[src/rtl/vmbd_cfg.svh]
// Constants of the VMEbus master block-DMA host controller
`ifndef VMBD_CFG_SVH
`define VMBD_CFG_SVH

// ****************************************************************
// Device register offsets, byte lane 0 except KICK, which is written through the window on all four lanes
// ****************************************************************
`define VMBD_DEV_ARB 32'h0000_00b0
`define VMBD_DEV_AMS 32'h0000_00b4
`define VMBD_DEV_BERR 32'h0000_00b8
`define VMBD_DEV_DMAST 32'h0000_00bc
`define VMBD_DEV_SS0C0 32'h0000_00c0
`define VMBD_DEV_SS0C1 32'h0000_00c4
`define VMBD_DEV_SS1C0 32'h0000_00c8
`define VMBD_DEV_SS1C1 32'h0000_00cc
`define VMBD_DEV_REL 32'h0000_00d0
`define VMBD_DEV_BTDEF 32'h0000_00d4
`define VMBD_DEV_BTCTL 32'h0000_00d8
`define VMBD_DEV_LEN0 32'h0000_00dc
`define VMBD_DEV_LEN1 32'h0000_00e0
`define VMBD_DEV_KICK 32'h0000_00f0
`define VMBD_BE_REG 4'h1
`define VMBD_BE_ALL 4'hf

// ****************************************************************
// Fixed device register values and fields
// ****************************************************************
`define VMBD_ARB_REFRESH 4
`define VMBD_SS0C0_BASE 8'h16
`define VMBD_SS1C0_BASE 8'h12
`define VMBD_SS_SUPER 5
`define VMBD_SS_LBTIME 8'h00
`define VMBD_BTDEF_BASE 8'h4d
`define VMBD_BTDEF_D64 4
`define VMBD_BTDEF_X2K 7
`define VMBD_BTCTL_ILV 8'h0f
`define VMBD_BTCTL_DIR 4
`define VMBD_BTCTL_EN 6
`define VMBD_DMAST_CLR 8'h00

// ****************************************************************
// Host register map (addr_i is a word index)
// ****************************************************************
`define VMBD_H_CTRL 3'h0
`define VMBD_H_ARB 3'h1
`define VMBD_H_REL 3'h2
`define VMBD_H_LEN 3'h3
`define VMBD_H_START 3'h4
`define VMBD_H_STAT 3'h5
`define VMBD_H_SADDR 3'h6
`define VMBD_H_SDATA 3'h7
`define VMBD_C_GO 0
`define VMBD_C_DIR 1
`define VMBD_C_D64 2
`define VMBD_C_X2K 3
`define VMBD_C_SGO 4
`define VMBD_C_SWR 5
`define VMBD_C_SUP 6
`define VMBD_C_BE 11:8
`define VMBD_S_DONE 1
`define VMBD_S_FAULT 2
`define VMBD_S_SDONE 3
`define VMBD_ALIGN_2K 11

`endif

[src/rtl/vmbd_pkg.sv]
// Types shared by the VMEbus master block-DMA host controller
`default_nettype none
package vmbd_pkg;
    typedef struct packed {
        logic win;
        logic wr;
        logic [31:0] addr;
        logic [31:0] data;
        logic [3:0] be;
    } vmbd_req_s;
endpackage : vmbd_pkg
`default_nettype wire

[src/rtl/vmbd_dev_port.sv]
// One access at a time toward the device port, held until acknowledged
`default_nettype none
module vmbd_dev_port #(
    parameter int DATA_W = 32
) (
    input wire logic clk_i,
    input wire logic rst_n_i,
    input wire logic go_i,
    input wire vmbd_pkg::vmbd_req_s req_i,
    output logic done_o,
    output logic [31:0] rdata_o,
    output vmbd_pkg::vmbd_req_s dev_o,
    output logic dev_wr_o,
    output logic dev_rd_o,
    input wire logic dev_ack_i,
    input wire logic [31:0] dev_rdata_i
);
    if (DATA_W != 32) begin : g_bad_width
        $error("vmbd_dev_port serves 32-bit data only");
    end

    vmbd_pkg::vmbd_req_s next_dev;
    logic next_wr;
    logic next_rd;
    logic next_done;
    logic [31:0] next_rdata;

    always_comb begin
        next_dev = dev_o;
        next_wr = dev_wr_o;
        next_rd = dev_rd_o;
        next_done = 1'b0;
        next_rdata = rdata_o;
        if (dev_wr_o || dev_rd_o) begin
            // Strobe holds until the device answers; no timeout here
            if (dev_ack_i) begin
                next_wr = 1'b0;
                next_rd = 1'b0;
                next_done = 1'b1;
                next_rdata = dev_rdata_i;
            end
        end else if (go_i) begin
            next_dev = req_i;
            next_wr = req_i.wr;
            next_rd = ~req_i.wr;
        end
    end

    always_ff @(posedge clk_i or negedge rst_n_i) begin
        if (!rst_n_i) begin
            dev_o <= '0;
            dev_wr_o <= 1'b0;
            dev_rd_o <= 1'b0;
            done_o <= 1'b0;
            rdata_o <= 32'h0000_0000;
        end else begin
            dev_o <= next_dev;
            dev_wr_o <= next_wr;
            dev_rd_o <= next_rd;
            done_o <= next_done;
            rdata_o <= next_rdata;
        end
    end
endmodule : vmbd_dev_port
`default_nettype wire

[src/rtl/vmbd_host.sv]
// Host controller that configures the VME interface and runs block DMA
`include "vmbd_cfg.svh"
`default_nettype none

module vmbd_host (
    input wire logic clk_i,
    input wire logic rst_n_i,
    input wire logic [2:0] addr_i,
    input wire logic [31:0] wdata_i,
    input wire logic wr_i,
    input wire logic rd_i,
    output logic [31:0] rdata_o,
    output logic busy_o,
    output logic [31:0] dev_addr_o,
    output logic [31:0] dev_wdata_o,
    output logic [3:0] dev_be_o,
    output logic dev_win_o,
    output logic dev_wr_o,
    output logic dev_rd_o,
    input wire logic dev_ack_i,
    input wire logic [31:0] dev_rdata_i,
    input wire logic dev_irq_i
);
    typedef enum {
        ST_IDLE, ST_ARB, ST_AMS, ST_SS0C0, ST_SS0C1, ST_SS1C0, ST_SS1C1, ST_REL,
        ST_BTDEF, ST_LEN0, ST_LEN1, ST_BTEN, ST_KICK, ST_BTOFF, ST_WAIT,
        ST_RDST, ST_RDBERR, ST_CLRST, ST_CLRBERR, ST_SINGLE
    } vmbd_state_e;

    // ****************************************************************
    // Host registers and sequencer state
    // ****************************************************************
    vmbd_state_e state, next_state;
    logic [7:0] ctrl, next_ctrl;
    logic [15:0] arb_cfg, next_arb_cfg;
    logic [7:0] rel_cfg, next_rel_cfg;
    logic [15:0] len, next_len;
    logic [31:0] start_addr, next_start_addr;
    logic [31:0] s_addr, next_s_addr;
    logic [31:0] s_data, next_s_data;
    logic [3:0] s_be, next_s_be;
    logic [7:0] dma_st, next_dma_st;
    logic [7:0] berr_st, next_berr_st;
    logic done, next_done, fault, next_fault, s_done, next_s_done;
    logic [31:0] next_rdata, port_rdata;
    logic next_busy, port_go, port_done, go_ok;
    vmbd_pkg::vmbd_req_s req, dev_req;
    logic irq_s1, irq_s2, irq_s3, irq, next_irq;

    function automatic vmbd_pkg::vmbd_req_s reg_wr(input logic [31:0] ofs,
                                                   input logic [7:0] val);
        vmbd_pkg::vmbd_req_s r;
        r.win = 1'b0;
        r.wr = 1'b1;
        r.addr = ofs;
        r.data = {24'h00_0000, val};
        r.be = `VMBD_BE_REG;
        return r;
    endfunction : reg_wr

    function automatic vmbd_pkg::vmbd_req_s reg_rd(input logic [31:0] ofs);
        vmbd_pkg::vmbd_req_s r;
        r = reg_wr(ofs, 8'h00);
        r.wr = 1'b0;
        return r;
    endfunction : reg_rd

    // ****************************************************************
    // Device access for the current step
    // ****************************************************************
    always_comb begin
        logic [7:0] v;
        v = 8'h00;
        req = reg_rd(`VMBD_DEV_DMAST);
        unique case (state)
            ST_IDLE, ST_WAIT: req = reg_rd(`VMBD_DEV_DMAST);
            ST_ARB: begin
                v = arb_cfg[7:0];
                v[`VMBD_ARB_REFRESH] = 1'b0;
                req = reg_wr(`VMBD_DEV_ARB, v);
            end
            ST_AMS: req = reg_wr(`VMBD_DEV_AMS, arb_cfg[15:8]);
            ST_SS0C0, ST_SS1C0: begin
                v = (state == ST_SS0C0) ? `VMBD_SS0C0_BASE : `VMBD_SS1C0_BASE;
                v[`VMBD_SS_SUPER] = ctrl[`VMBD_C_SUP];
                req = reg_wr((state == ST_SS0C0) ? `VMBD_DEV_SS0C0 : `VMBD_DEV_SS1C0, v);
            end
            ST_SS0C1: req = reg_wr(`VMBD_DEV_SS0C1, `VMBD_SS_LBTIME);
            ST_SS1C1: req = reg_wr(`VMBD_DEV_SS1C1, `VMBD_SS_LBTIME);
            ST_REL: req = reg_wr(`VMBD_DEV_REL, rel_cfg);
            ST_BTDEF: begin
                v = `VMBD_BTDEF_BASE;
                v[`VMBD_BTDEF_D64] = ctrl[`VMBD_C_D64];
                v[`VMBD_BTDEF_X2K] = ctrl[`VMBD_C_X2K];
                req = reg_wr(`VMBD_DEV_BTDEF, v);
            end
            ST_LEN0: req = reg_wr(`VMBD_DEV_LEN0, len[7:0]);
            ST_LEN1: req = reg_wr(`VMBD_DEV_LEN1, len[15:8]);
            ST_BTEN, ST_BTOFF: begin
                v = `VMBD_BTCTL_ILV;
                v[`VMBD_BTCTL_DIR] = ctrl[`VMBD_C_DIR];
                v[`VMBD_BTCTL_EN] = (state == ST_BTEN);
                req = reg_wr(`VMBD_DEV_BTCTL, v);
            end
            ST_KICK: begin
                req = reg_wr(`VMBD_DEV_KICK, 8'h00);
                req.win = 1'b1;
                req.data = start_addr;
                req.be = `VMBD_BE_ALL;
            end
            ST_RDST: req = reg_rd(`VMBD_DEV_DMAST);
            ST_RDBERR: req = reg_rd(`VMBD_DEV_BERR);
            ST_CLRST: req = reg_wr(`VMBD_DEV_DMAST, `VMBD_DMAST_CLR);
            ST_CLRBERR: req = reg_wr(`VMBD_DEV_BERR, berr_st);
            ST_SINGLE: begin
                req.win = 1'b1;
                req.wr = ctrl[`VMBD_C_SWR];
                req.addr = s_addr;
                req.data = s_data;
                req.be = s_be;
            end
        endcase
    end

    // ****************************************************************
    // Sequencer, host register file and read port
    // ****************************************************************
    always_comb begin
        // 64 KB limit follows from the 16-bit count; zero and odd are refused
        go_ok = (len != 16'h0000) && !len[0];
        if (wdata_i[`VMBD_C_D64] && wdata_i[`VMBD_C_X2K]
            && (start_addr[`VMBD_ALIGN_2K-1:0] != '0)) begin
            go_ok = 1'b0;
        end
        next_state = state;
        next_ctrl = ctrl;
        next_arb_cfg = arb_cfg;
        next_rel_cfg = rel_cfg;
        next_len = len;
        next_start_addr = start_addr;
        next_s_addr = s_addr;
        next_s_data = s_data;
        next_s_be = s_be;
        next_dma_st = dma_st;
        next_berr_st = berr_st;
        next_done = done;
        next_fault = fault;
        next_s_done = s_done;
        next_rdata = 32'h0000_0000;
        port_go = 1'b0;
        unique case (state)
            ST_IDLE: ;
            ST_WAIT: begin
                if (irq) begin
                    next_state = ST_RDST;
                end
            end
            default: begin
                port_go = 1'b1;
                if (port_done) begin
                    port_go = 1'b0;
                    unique case (state)
                        ST_BTOFF: next_state = ST_WAIT;
                        ST_RDST: begin
                            next_dma_st = port_rdata[7:0];
                            next_state = ST_RDBERR;
                        end
                        ST_RDBERR: begin
                            next_berr_st = port_rdata[7:0];
                            next_state = ST_CLRST;
                        end
                        ST_CLRBERR: begin
                            next_done = 1'b1;
                            next_state = ST_IDLE;
                        end
                        ST_SINGLE: begin
                            if (!ctrl[`VMBD_C_SWR]) begin
                                next_s_data = port_rdata;
                            end
                            next_s_done = 1'b1;
                            next_state = ST_IDLE;
                        end
                        default: next_state = vmbd_state_e'(state + 1);
                    endcase
                end
            end
        endcase
        if (rd_i) begin
            unique case (addr_i)
                `VMBD_H_CTRL: next_rdata = {24'h00_0000, ctrl};
                `VMBD_H_ARB: next_rdata = {16'h0000, arb_cfg};
                `VMBD_H_REL: next_rdata = {24'h00_0000, rel_cfg};
                `VMBD_H_LEN: next_rdata = {16'h0000, len};
                `VMBD_H_START: next_rdata = start_addr;
                `VMBD_H_STAT: next_rdata = {8'h00, berr_st, dma_st, 4'h0,
                                            s_done, fault, done, busy_o};
                `VMBD_H_SADDR: next_rdata = s_addr;
                `VMBD_H_SDATA: next_rdata = {s_be, 28'h000_0000} | s_data;
            endcase
        end
        if (wr_i && (state == ST_IDLE)) begin
            // Writes during a run are dropped so a transfer sees stable setup
            unique case (addr_i)
                `VMBD_H_CTRL: begin
                    next_ctrl = wdata_i[7:0];
                    if (wdata_i[`VMBD_C_GO]) begin
                        if (go_ok) begin
                            next_state = ST_ARB;
                        end else begin
                            next_fault = 1'b1;
                        end
                    end else if (wdata_i[`VMBD_C_SGO]) begin
                        next_s_be = wdata_i[`VMBD_C_BE];
                        next_state = ST_SINGLE;
                    end
                end
                `VMBD_H_ARB: next_arb_cfg = wdata_i[15:0];
                `VMBD_H_REL: next_rel_cfg = wdata_i[7:0];
                `VMBD_H_LEN: next_len = wdata_i[15:0];
                `VMBD_H_START: next_start_addr = wdata_i;
                `VMBD_H_STAT: begin
                    // A flag set in this same cycle survives the clear
                    if (wdata_i[`VMBD_S_DONE] && (next_done == done)) next_done = 1'b0;
                    if (wdata_i[`VMBD_S_FAULT] && (next_fault == fault)) next_fault = 1'b0;
                    if (wdata_i[`VMBD_S_SDONE] && (next_s_done == s_done)) begin
                        next_s_done = 1'b0;
                    end
                end
                `VMBD_H_SADDR: next_s_addr = wdata_i;
                `VMBD_H_SDATA: next_s_data = wdata_i;
            endcase
        end
        next_busy = (next_state != ST_IDLE);
    end

    always_ff @(posedge clk_i or negedge rst_n_i) begin
        if (!rst_n_i) begin
            state <= ST_IDLE;
            ctrl <= 8'h00;
            arb_cfg <= 16'h0000;
            rel_cfg <= 8'h00;
            len <= 16'h0000;
            start_addr <= 32'h0000_0000;
            s_addr <= 32'h0000_0000;
            s_data <= 32'h0000_0000;
            s_be <= 4'h0;
            dma_st <= 8'h00;
            berr_st <= 8'h00;
            done <= 1'b0;
            fault <= 1'b0;
            s_done <= 1'b0;
            rdata_o <= 32'h0000_0000;
            busy_o <= 1'b0;
        end else begin
            state <= next_state;
            ctrl <= next_ctrl;
            arb_cfg <= next_arb_cfg;
            rel_cfg <= next_rel_cfg;
            len <= next_len;
            start_addr <= next_start_addr;
            s_addr <= next_s_addr;
            s_data <= next_s_data;
            s_be <= next_s_be;
            dma_st <= next_dma_st;
            berr_st <= next_berr_st;
            done <= next_done;
            fault <= next_fault;
            s_done <= next_s_done;
            rdata_o <= next_rdata;
            busy_o <= next_busy;
        end
    end

    // ****************************************************************
    // Completion pin: three stages, change taken when last two agree
    // ****************************************************************
    always_comb begin
        next_irq = (irq_s2 == irq_s3) ? irq_s3 : irq;
    end

    always_ff @(posedge clk_i or negedge rst_n_i) begin
        if (!rst_n_i) begin
            irq_s1 <= 1'b0;
            irq_s2 <= 1'b0;
            irq_s3 <= 1'b0;
            irq <= 1'b0;
        end else begin
            irq_s1 <= dev_irq_i;
            irq_s2 <= irq_s1;
            irq_s3 <= irq_s2;
            irq <= next_irq;
        end
    end

    vmbd_dev_port #(.DATA_W(32)) u_port (
        .clk_i(clk_i),
        .rst_n_i(rst_n_i),
        .go_i(port_go),
        .req_i(req),
        .done_o(port_done),
        .rdata_o(port_rdata),
        .dev_o(dev_req),
        .dev_wr_o(dev_wr_o),
        .dev_rd_o(dev_rd_o),
        .dev_ack_i(dev_ack_i),
        .dev_rdata_i(dev_rdata_i)
    );

    assign dev_addr_o = dev_req.addr;
    assign dev_wdata_o = dev_req.data;
    assign dev_be_o = dev_req.be;
    assign dev_win_o = dev_req.win;
endmodule : vmbd_host
`default_nettype wire

[config.mk]
export PLATFORM = sky130hd
export DESIGN_NAME = vmbd_host
export DESIGN_NICKNAME = d
export VERILOG_FILES = /design/src/rtl/vmbd_pkg.sv /design/src/rtl/vmbd_dev_port.sv /design/src/rtl/vmbd_host.sv
export VERILOG_INCLUDE_DIRS = /design/src /design/src/rtl
export SDC_FILE = /design/constraint.sdc
export NUM_CORES = 1
export LEC_CHECK = 0
export BUFFER_PORTS_ARGS = -buffer_cell sky130_fd_sc_hd__buf_4
export CORE_UTILIZATION = 50
export DETAILED_ROUTE_END_ITERATION = 10
export PLACE_DENSITY = 0.73
export SLEW_MARGIN = 5
export SYNTH_ARGS = -nofsm -noshare
export SYNTH_HDL_FRONTEND = slang
export SYNTH_SLANG_ARGS = --single-unit
[constraint.sdc]
create_clock -name clk_i -period 4.1 [get_ports clk_i]
set_clock_uncertainty 0.15 [all_clocks]
set_input_delay 0.41 -clock clk_i [delete_from_list [all_inputs] [get_ports clk_i]]
set_output_delay 0.41 -clock clk_i [all_outputs]
set_load 0.01 [all_outputs]
### Word-level counts from Yosys, hierarchy flattened

Index checks and enable logic that the tools add are counted.

* output and inout port bits: 104
* word-level logic and storage cells: 149
* bits in registers: 340
* input bits: 73

* equality and inequality tests: 35
* multiplexer cells: 46
* reduce and logical (&&, ||, !) cells: 34
* bitwise gates (word level): 5
* add/subtract/negate cells: 1

Operators with widths (number)
* $pmux W70 S16: 1
* $mux W32: 14
* $eq A32 B4 Y1 const B: 8
* $pmux W32 S8: 1
* $eq A32 B3 Y1 const B: 5
* $eq A32 B5 Y1 const B: 5
* $pmux W32 S4: 1
* $eq A32 B2 Y1 const B: 2
* $logic_not A32 Y1: 2
* $pmux W32 S2: 1
* $add A32 B2 Y32 const B: 1
* $eq A32 B1 Y1 const B: 1
* $or A32 B32 Y32: 1
* $reduce_bool A32 Y1: 1
* $mux W1: 25
* $reduce_and A2 Y1: 9
* $reduce_bool A16 Y1: 1
* $eq A3 B3 Y1 const B: 4
* $reduce_bool A11 Y1: 1
* $ne A2 B2 Y1 const B: 4
* $reduce_or A2 Y1: 4
* $eq A3 B2 Y1 const B: 2
* $logic_and A1 B1 Y1: 6
* $reduce_and A3 Y1: 2
* 13 further kinds: 19

### Depth between registers and ports, before layout

* depth in word-level cells: 10
* gate-level depth with buffers: 10
* mapped depth without buffers: 9

### Cells and area by module

A second synthesis with hierarchy kept.

* cell total of the unflattened synthesis: 1367
* area, all modules: 16497.1 um^2

Modules (own cells, without submodules)
* vmbd_host: instances 1, area an instance 12221.7 um^2, cells each 1142, seq. area each 5905.7 um^2
* vmbd_dev_port: instances 1, area an instance 4275.4 um^2, cells each 225, seq. area each 2627.5 um^2

### Worst setup path before layout

Ideal clock, no wire load.

* path type: register to register
* from: register state[13]
* to: register rel_cfg[1]
* clock period less this slack: 2.942 ns
* data required time: 3.825 ns
* data arrival time: 2.667 ns
* buffers on the path: 2
* library setup time: 0.125 ns
* stages on the path, launching flop included: 9
* setup slack: 1.158 ns
* cell sequence: dfrtp_1 > buf_6 > or4_4 > nor4_4 > nand3_4 > or3_1 > buf_2 > nor3b_4 > mux2_2

* word-level cells in the longest chain between the ends: 3

Ends and longest elaborated chain
* start, declared: line vmbd_host.sv:33 `vmbd_state_e state, next_state;`
* start signal, assigned: line vmbd_host.sv:255 `state <= next_state;`
* $logic_not A32 Y1: line vmbd_host.sv:201 `if (wr_i && (state == ST_IDLE)) begin`
* $logic_and A1 B1 Y1: line vmbd_host.sv:201
* $reduce_and A2 Y1 (no source line)
* end signal, assigned: line vmbd_host.sv:258 `rel_cfg <= next_rel_cfg;`
* end, declared: line vmbd_host.sv:36 `logic [7:0] rel_cfg, next_rel_cfg;`

No other way between the ends.
A chain may end at the register's enable or synchronous reset.

### Final worst setup path

* from: register state[0]
* to: register s_data[18]

* word-level cells in the longest chain between the ends: 6
* elaborated cells between the ends (all ways): 11
* classes of those cells: 2 x eq/ne; 5 x mux; 4 x reduce/logical

Ends and longest elaborated chain
* $eq A32 B5 Y1: line vmbd_host.sv:162 `unique case (state)`
* $mux W32: line vmbd_host.sv:162
* $mux W32: line vmbd_host.sv:160 `if (port_done) begin`
* $mux W32: line vmbd_host.sv:151 `unique case (state)`
* $mux W32: line vmbd_host.sv:203 `unique case (addr_i)`
* $mux W32 (*): line vmbd_host.sv:201
* named net next_s_data[18]: line vmbd_host.sv:40 `logic [31:0] s_data, next_s_data;`
* end signal, assigned: line vmbd_host.sv:262 `s_data <= next_s_data;`
* end, declared: line vmbd_host.sv:40

The timed path passes the listed nets; every way through them passes the cells marked *.

==> impl_metrics.tcl <==
set metrics [dict create \
    status "finished, final reports clean" \
    routed-via-count 12970 \
    layout_worst_path_cycle_share_pct 86.04 \
    cts_max_level 2 \
    vdd_ir_drop_max_v 0.0003492 \
    detail-route-antenna-nets 0 \
    grt_start_max_net_pins 99 \
    drt-wirelength-per-cell_um 25.56 \
    postSynth.topFlopCell "sky130_fd_sc_hd__dfrtp_1" \
    cts_inserted_buffers 38 \
    postSynthAreaPerCell_um2 11.45 \
    finalWirelength_um 52380 \
    syn_area_um2 15950 \
    worst-r2r-setup-slack_ns 0.57 \
    grt_antenna_before_repair 1 \
    number_of_nets_in_the_layout 1696 \
    insertedDiodeCount 0 \
    drv_cap 0 \
    timing.critical_path.max_delay_family "simple AND/OR/NAND/NOR gates" \
    cts.reportedPaths.clkPinSlew_ns 0.06 \
    timing.final.hold_violations 0 \
    setup_repair_after_global_routing_missed_its_margin "no" \
    detail_route.first_pass.iterations 6 \
    timing.critical_path.cells "inv_1 -> ha_1 -> nor3b_1 -> buf_4 -> or2_2 -> a41oi_1 -> nor3b_2 -> buf_12 -> mux2i_1 -> o21ai_0" \
    top_level_pins 177 \
    count_of_input_and_output_buffers 176 \
    synth_async_reset_ratio_pct 100.0 \
    postCtsSetupRepairBufs 0 \
    grt_use_total_pct 32.41 \
    rows 65 \
    slew_violations 0 \
    synth_nets 1470 \
    grt_overflow 0 \
    crit_path_start "state[0]" \
    drc_errors 0 \
    endpoint "s_data[18]" \
    setup-violations-final 0 \
    capturing_point_of_the_worst_reg2reg_path "s_data[18]" \
    levels_on_crit_path 10 \
    timing.hold.ws_ns 0.01097 \
    floorplan.die.height_um 180.6 \
    synth_seq_cells 340 \
    grt_first_pass_wirelength_um 80740 \
    worstPathMaxFanout 32 \
    crit_path_end_kind "flop" \
    hpwlAfterDp_um 35220 \
    postCtsResizedCells 0 \
    number_of_enable_type_register_cells_in_the_synthesized_netlist 0 \
    slowest_delay_ns 0.63 \
    worst_r2r_path_depth 10 \
    clock_sink_count 340 \
    criticalPathCategory "flop to flop" \
    chipWidth_um 180.6 \
    fmaxAchievable_mhz 283.5 \
    critPathRequiredTime_ns 4.35 \
    yosys.area.top_type_share_pct 53.35 \
    clockBufferDepth 3 \
    clock-root-buffer "sky130_fd_sc_hd__clkbuf_16" \
    crit-reg2reg-launch "state[0]" \
    max_slew_margin_pct 37.38 \
    netlist_instances 1393 \
    power.density_nw_per_um2 587.2 \
    core_area_um2 31470 \
    yosysSeqAreaShare_pct 53.35 \
    initial_core_util_pct 50.67 \
    critical_path.n_buffers_inverters 3 \
    slowest_stage "sky130_fd_sc_hd__a41oi_1" \
    fill_cells 2451 \
    critical_path_arrival_ns 3.78 \
    clock_insertion_delay_worst_skew_ns 0.55 \
    vias_per_cell 6.328 \
    setup_total_negative_slack_ns 0 \
    synthesis.yosys.warnings 0 \
    netlist_top_cells_area "sky130_fd_sc_hd__dfrtp_1, sky130_fd_sc_hd__mux2_2, sky130_fd_sc_hd__nor2_1, sky130_fd_sc_hd__a221oi_1, sky130_fd_sc_hd__nand2_1" \
    dieArea_um2 32610 \
    netlist.top_cell.by_area "sky130_fd_sc_hd__dfrtp_1" \
    static-leakage-power_nw 8.945 \
    first_global_vias 13170 \
    cts_tree "done" \
    cp-start-kind "flop" \
    synth_cell_types 74 \
    globalplace.congestion 0.9795 \
    min_from "wdata_i[8]" \
    drive_gt1_share_pct 32.06 \
    min_period_ns 3.528 \
    worstMarginPinSlew_ns 0.9374 \
    dr.first_iter.drc_count 1378 \
    syn_to_final_growth_pct 24.22 \
    hp-class "primary input to flop" \
]
## metrics by stage
step	utilization, %	cells	power (mW)	worst slack (ns)	cell area, um2
after floorplan	-	1393	6.391	1.158	15950
after global placement	56.97	1926	7.887	0.7436	17930
after detailed placement	56.97	1926	7.956	0.6772	17930
after CTS	62.94	2049	11.60	0.6570	19810
after global routing	62.94	2049	12.13	0.4241	19810
final	62.94	2049	11.63	0.5722	19810
## area by class of cell
type	instances	area (um2)	area share [%]
clock buffer	50	1086	5.482
clock inverter	18	241.5	1.219
inverter	20	75.07	0.3790
multi-input combinational	929	6999	35.33
sequential	340	8508	42.95
tap	402	503.0	2.539
timing repair buffer	290	2397	12.10
## placed cells by master (no fill, tap or decap), types with 6 or more instances in the layout
master and count:
sky130_fd_sc_hd__dfrtp_1 340, sky130_fd_sc_hd__buf_4 228, sky130_fd_sc_hd__mux2_2 177, sky130_fd_sc_hd__nor2_1 102, sky130_fd_sc_hd__nand2_1 100, sky130_fd_sc_hd__o21ai_0 67, sky130_fd_sc_hd__dlygate4sd3_1 55, sky130_fd_sc_hd__a221oi_1 43
sky130_fd_sc_hd__a21oi_1 38, sky130_fd_sc_hd__clkbuf_16 38, sky130_fd_sc_hd__mux2i_1 37, sky130_fd_sc_hd__a22o_1 35, sky130_fd_sc_hd__nand3_1 30, sky130_fd_sc_hd__nor4_1 25, sky130_fd_sc_hd__a22oi_1 23, sky130_fd_sc_hd__inv_1 20
sky130_fd_sc_hd__nor2b_1 20, sky130_fd_sc_hd__nor3_1 20, sky130_fd_sc_hd__xnor2_1 17, sky130_fd_sc_hd__mux4_2 15, sky130_fd_sc_hd__nand4_1 12, sky130_fd_sc_hd__xor2_1 12, sky130_fd_sc_hd__a31oi_1 11, sky130_fd_sc_hd__and3_1 10
sky130_fd_sc_hd__or2_2 10, sky130_fd_sc_hd__a222oi_1 9, sky130_fd_sc_hd__clkbuf_8 9, sky130_fd_sc_hd__clkinv_2 8, sky130_fd_sc_hd__or3_1 7, sky130_fd_sc_hd__and2_1 7, sky130_fd_sc_hd__o21ai_1 7, sky130_fd_sc_hd__buf_12 6
## Yosys cell counts, types with 7 or more instances
cell	n
sky130_fd_sc_hd__a22o_1	35
sky130_fd_sc_hd__mux2i_1	37
sky130_fd_sc_hd__or3_1	7
sky130_fd_sc_hd__buf_1	11
sky130_fd_sc_hd__nor2b_1	20
sky130_fd_sc_hd__and2_1	8
sky130_fd_sc_hd__mux4_2	15
sky130_fd_sc_hd__nand4_1	12
sky130_fd_sc_hd__xnor2_1	17
sky130_fd_sc_hd__or2_2	10
sky130_fd_sc_hd__nand2_1	100
sky130_fd_sc_hd__a21oi_1	38
sky130_fd_sc_hd__a31oi_1	11
sky130_fd_sc_hd__nand3_1	32
sky130_fd_sc_hd__nor2_1	104
sky130_fd_sc_hd__a22oi_1	23
sky130_fd_sc_hd__inv_1	20
sky130_fd_sc_hd__a222oi_1	9
sky130_fd_sc_hd__xor2_1	12
sky130_fd_sc_hd__nor3_1	20
sky130_fd_sc_hd__o21ai_0	67
sky130_fd_sc_hd__a221oi_1	43
sky130_fd_sc_hd__mux2_2	177
sky130_fd_sc_hd__nor4_1	25
sky130_fd_sc_hd__clkbuf_1	84
sky130_fd_sc_hd__o21ai_1	9
sky130_fd_sc_hd__and3_1	10
sky130_fd_sc_hd__dfrtp_1	340
## tightest hold or removal path, stage by stage
cell	delay (ns)
sky130_fd_sc_hd__buf_4	0.13
sky130_fd_sc_hd__nand2_1	0.06
sky130_fd_sc_hd__o21ai_0	0.06
## cells by family (layout without fill, tap and decap cells)
group | count (synthesis) | in the layout | synth area share, %
compound gates | 284 | 284 | 12.51
xor+xnor | 29 | 29 | 1.593
fa+ha+maj | 5 | 5 | 0.3766
buf+inv | 124 | 378 | 3.107
flops | 340 | 340 | 53.35
mux | 229 | 229 | 16.94
simple gates | 382 | 382 | 12.12
## flip-flops by register name (all words and copies together), names as in the netlist, 4 cells and up
| signal | count |
|---|---|
| state | 32 |
| arb_cfg | 16 |
| s_be | 4 |
| len | 16 |
| u_port.dev_o | 69 |
| s_data | 32 |
| start_addr | 32 |
| s_addr | 32 |
| berr_st | 8 |
| rdata_o | 32 |
| u_port.rdata_o | 32 |
| ctrl | 8 |
| dma_st | 8 |
| rel_cfg | 8 |
## worst min path at each step
stage / cells past startpoint / end
global route: 2 / start_addr[8]
detailed placement: 0 / irq_s2
finish: 3 / s_data[8]
CTS: 3 / s_data[5]
floorplan: 0 / arb_cfg[0]
global placement: 0 / irq_s2
## report_power, final
part           internal [mW]  total, mW  switching [mW]
Sequential              3.98       4.54           0.562
Clock                   2.14       3.61            1.47
Combinational           1.46       3.48            2.03
## what timing repair did
item,CTS,global route
hold buffers,55,0
setup endpoints to repair,0,0
hold endpoints to repair,164,0
## routing by layer
| metal | global-route usage (%) | vias up | share of wire [%] |
|---|---|---|---|
| met1 | 44.62 | 6621 | 42 |
| li1 | - | 5594 | - |
| met3 | 5.376 | 109 | 7.7 |
| met2 | 51.92 | 642 | 47 |
| met5 | 0 | - | 0 |
| met4 | 11.76 | 0 | 3.3 |
Power figures use the tool's default switching activity.
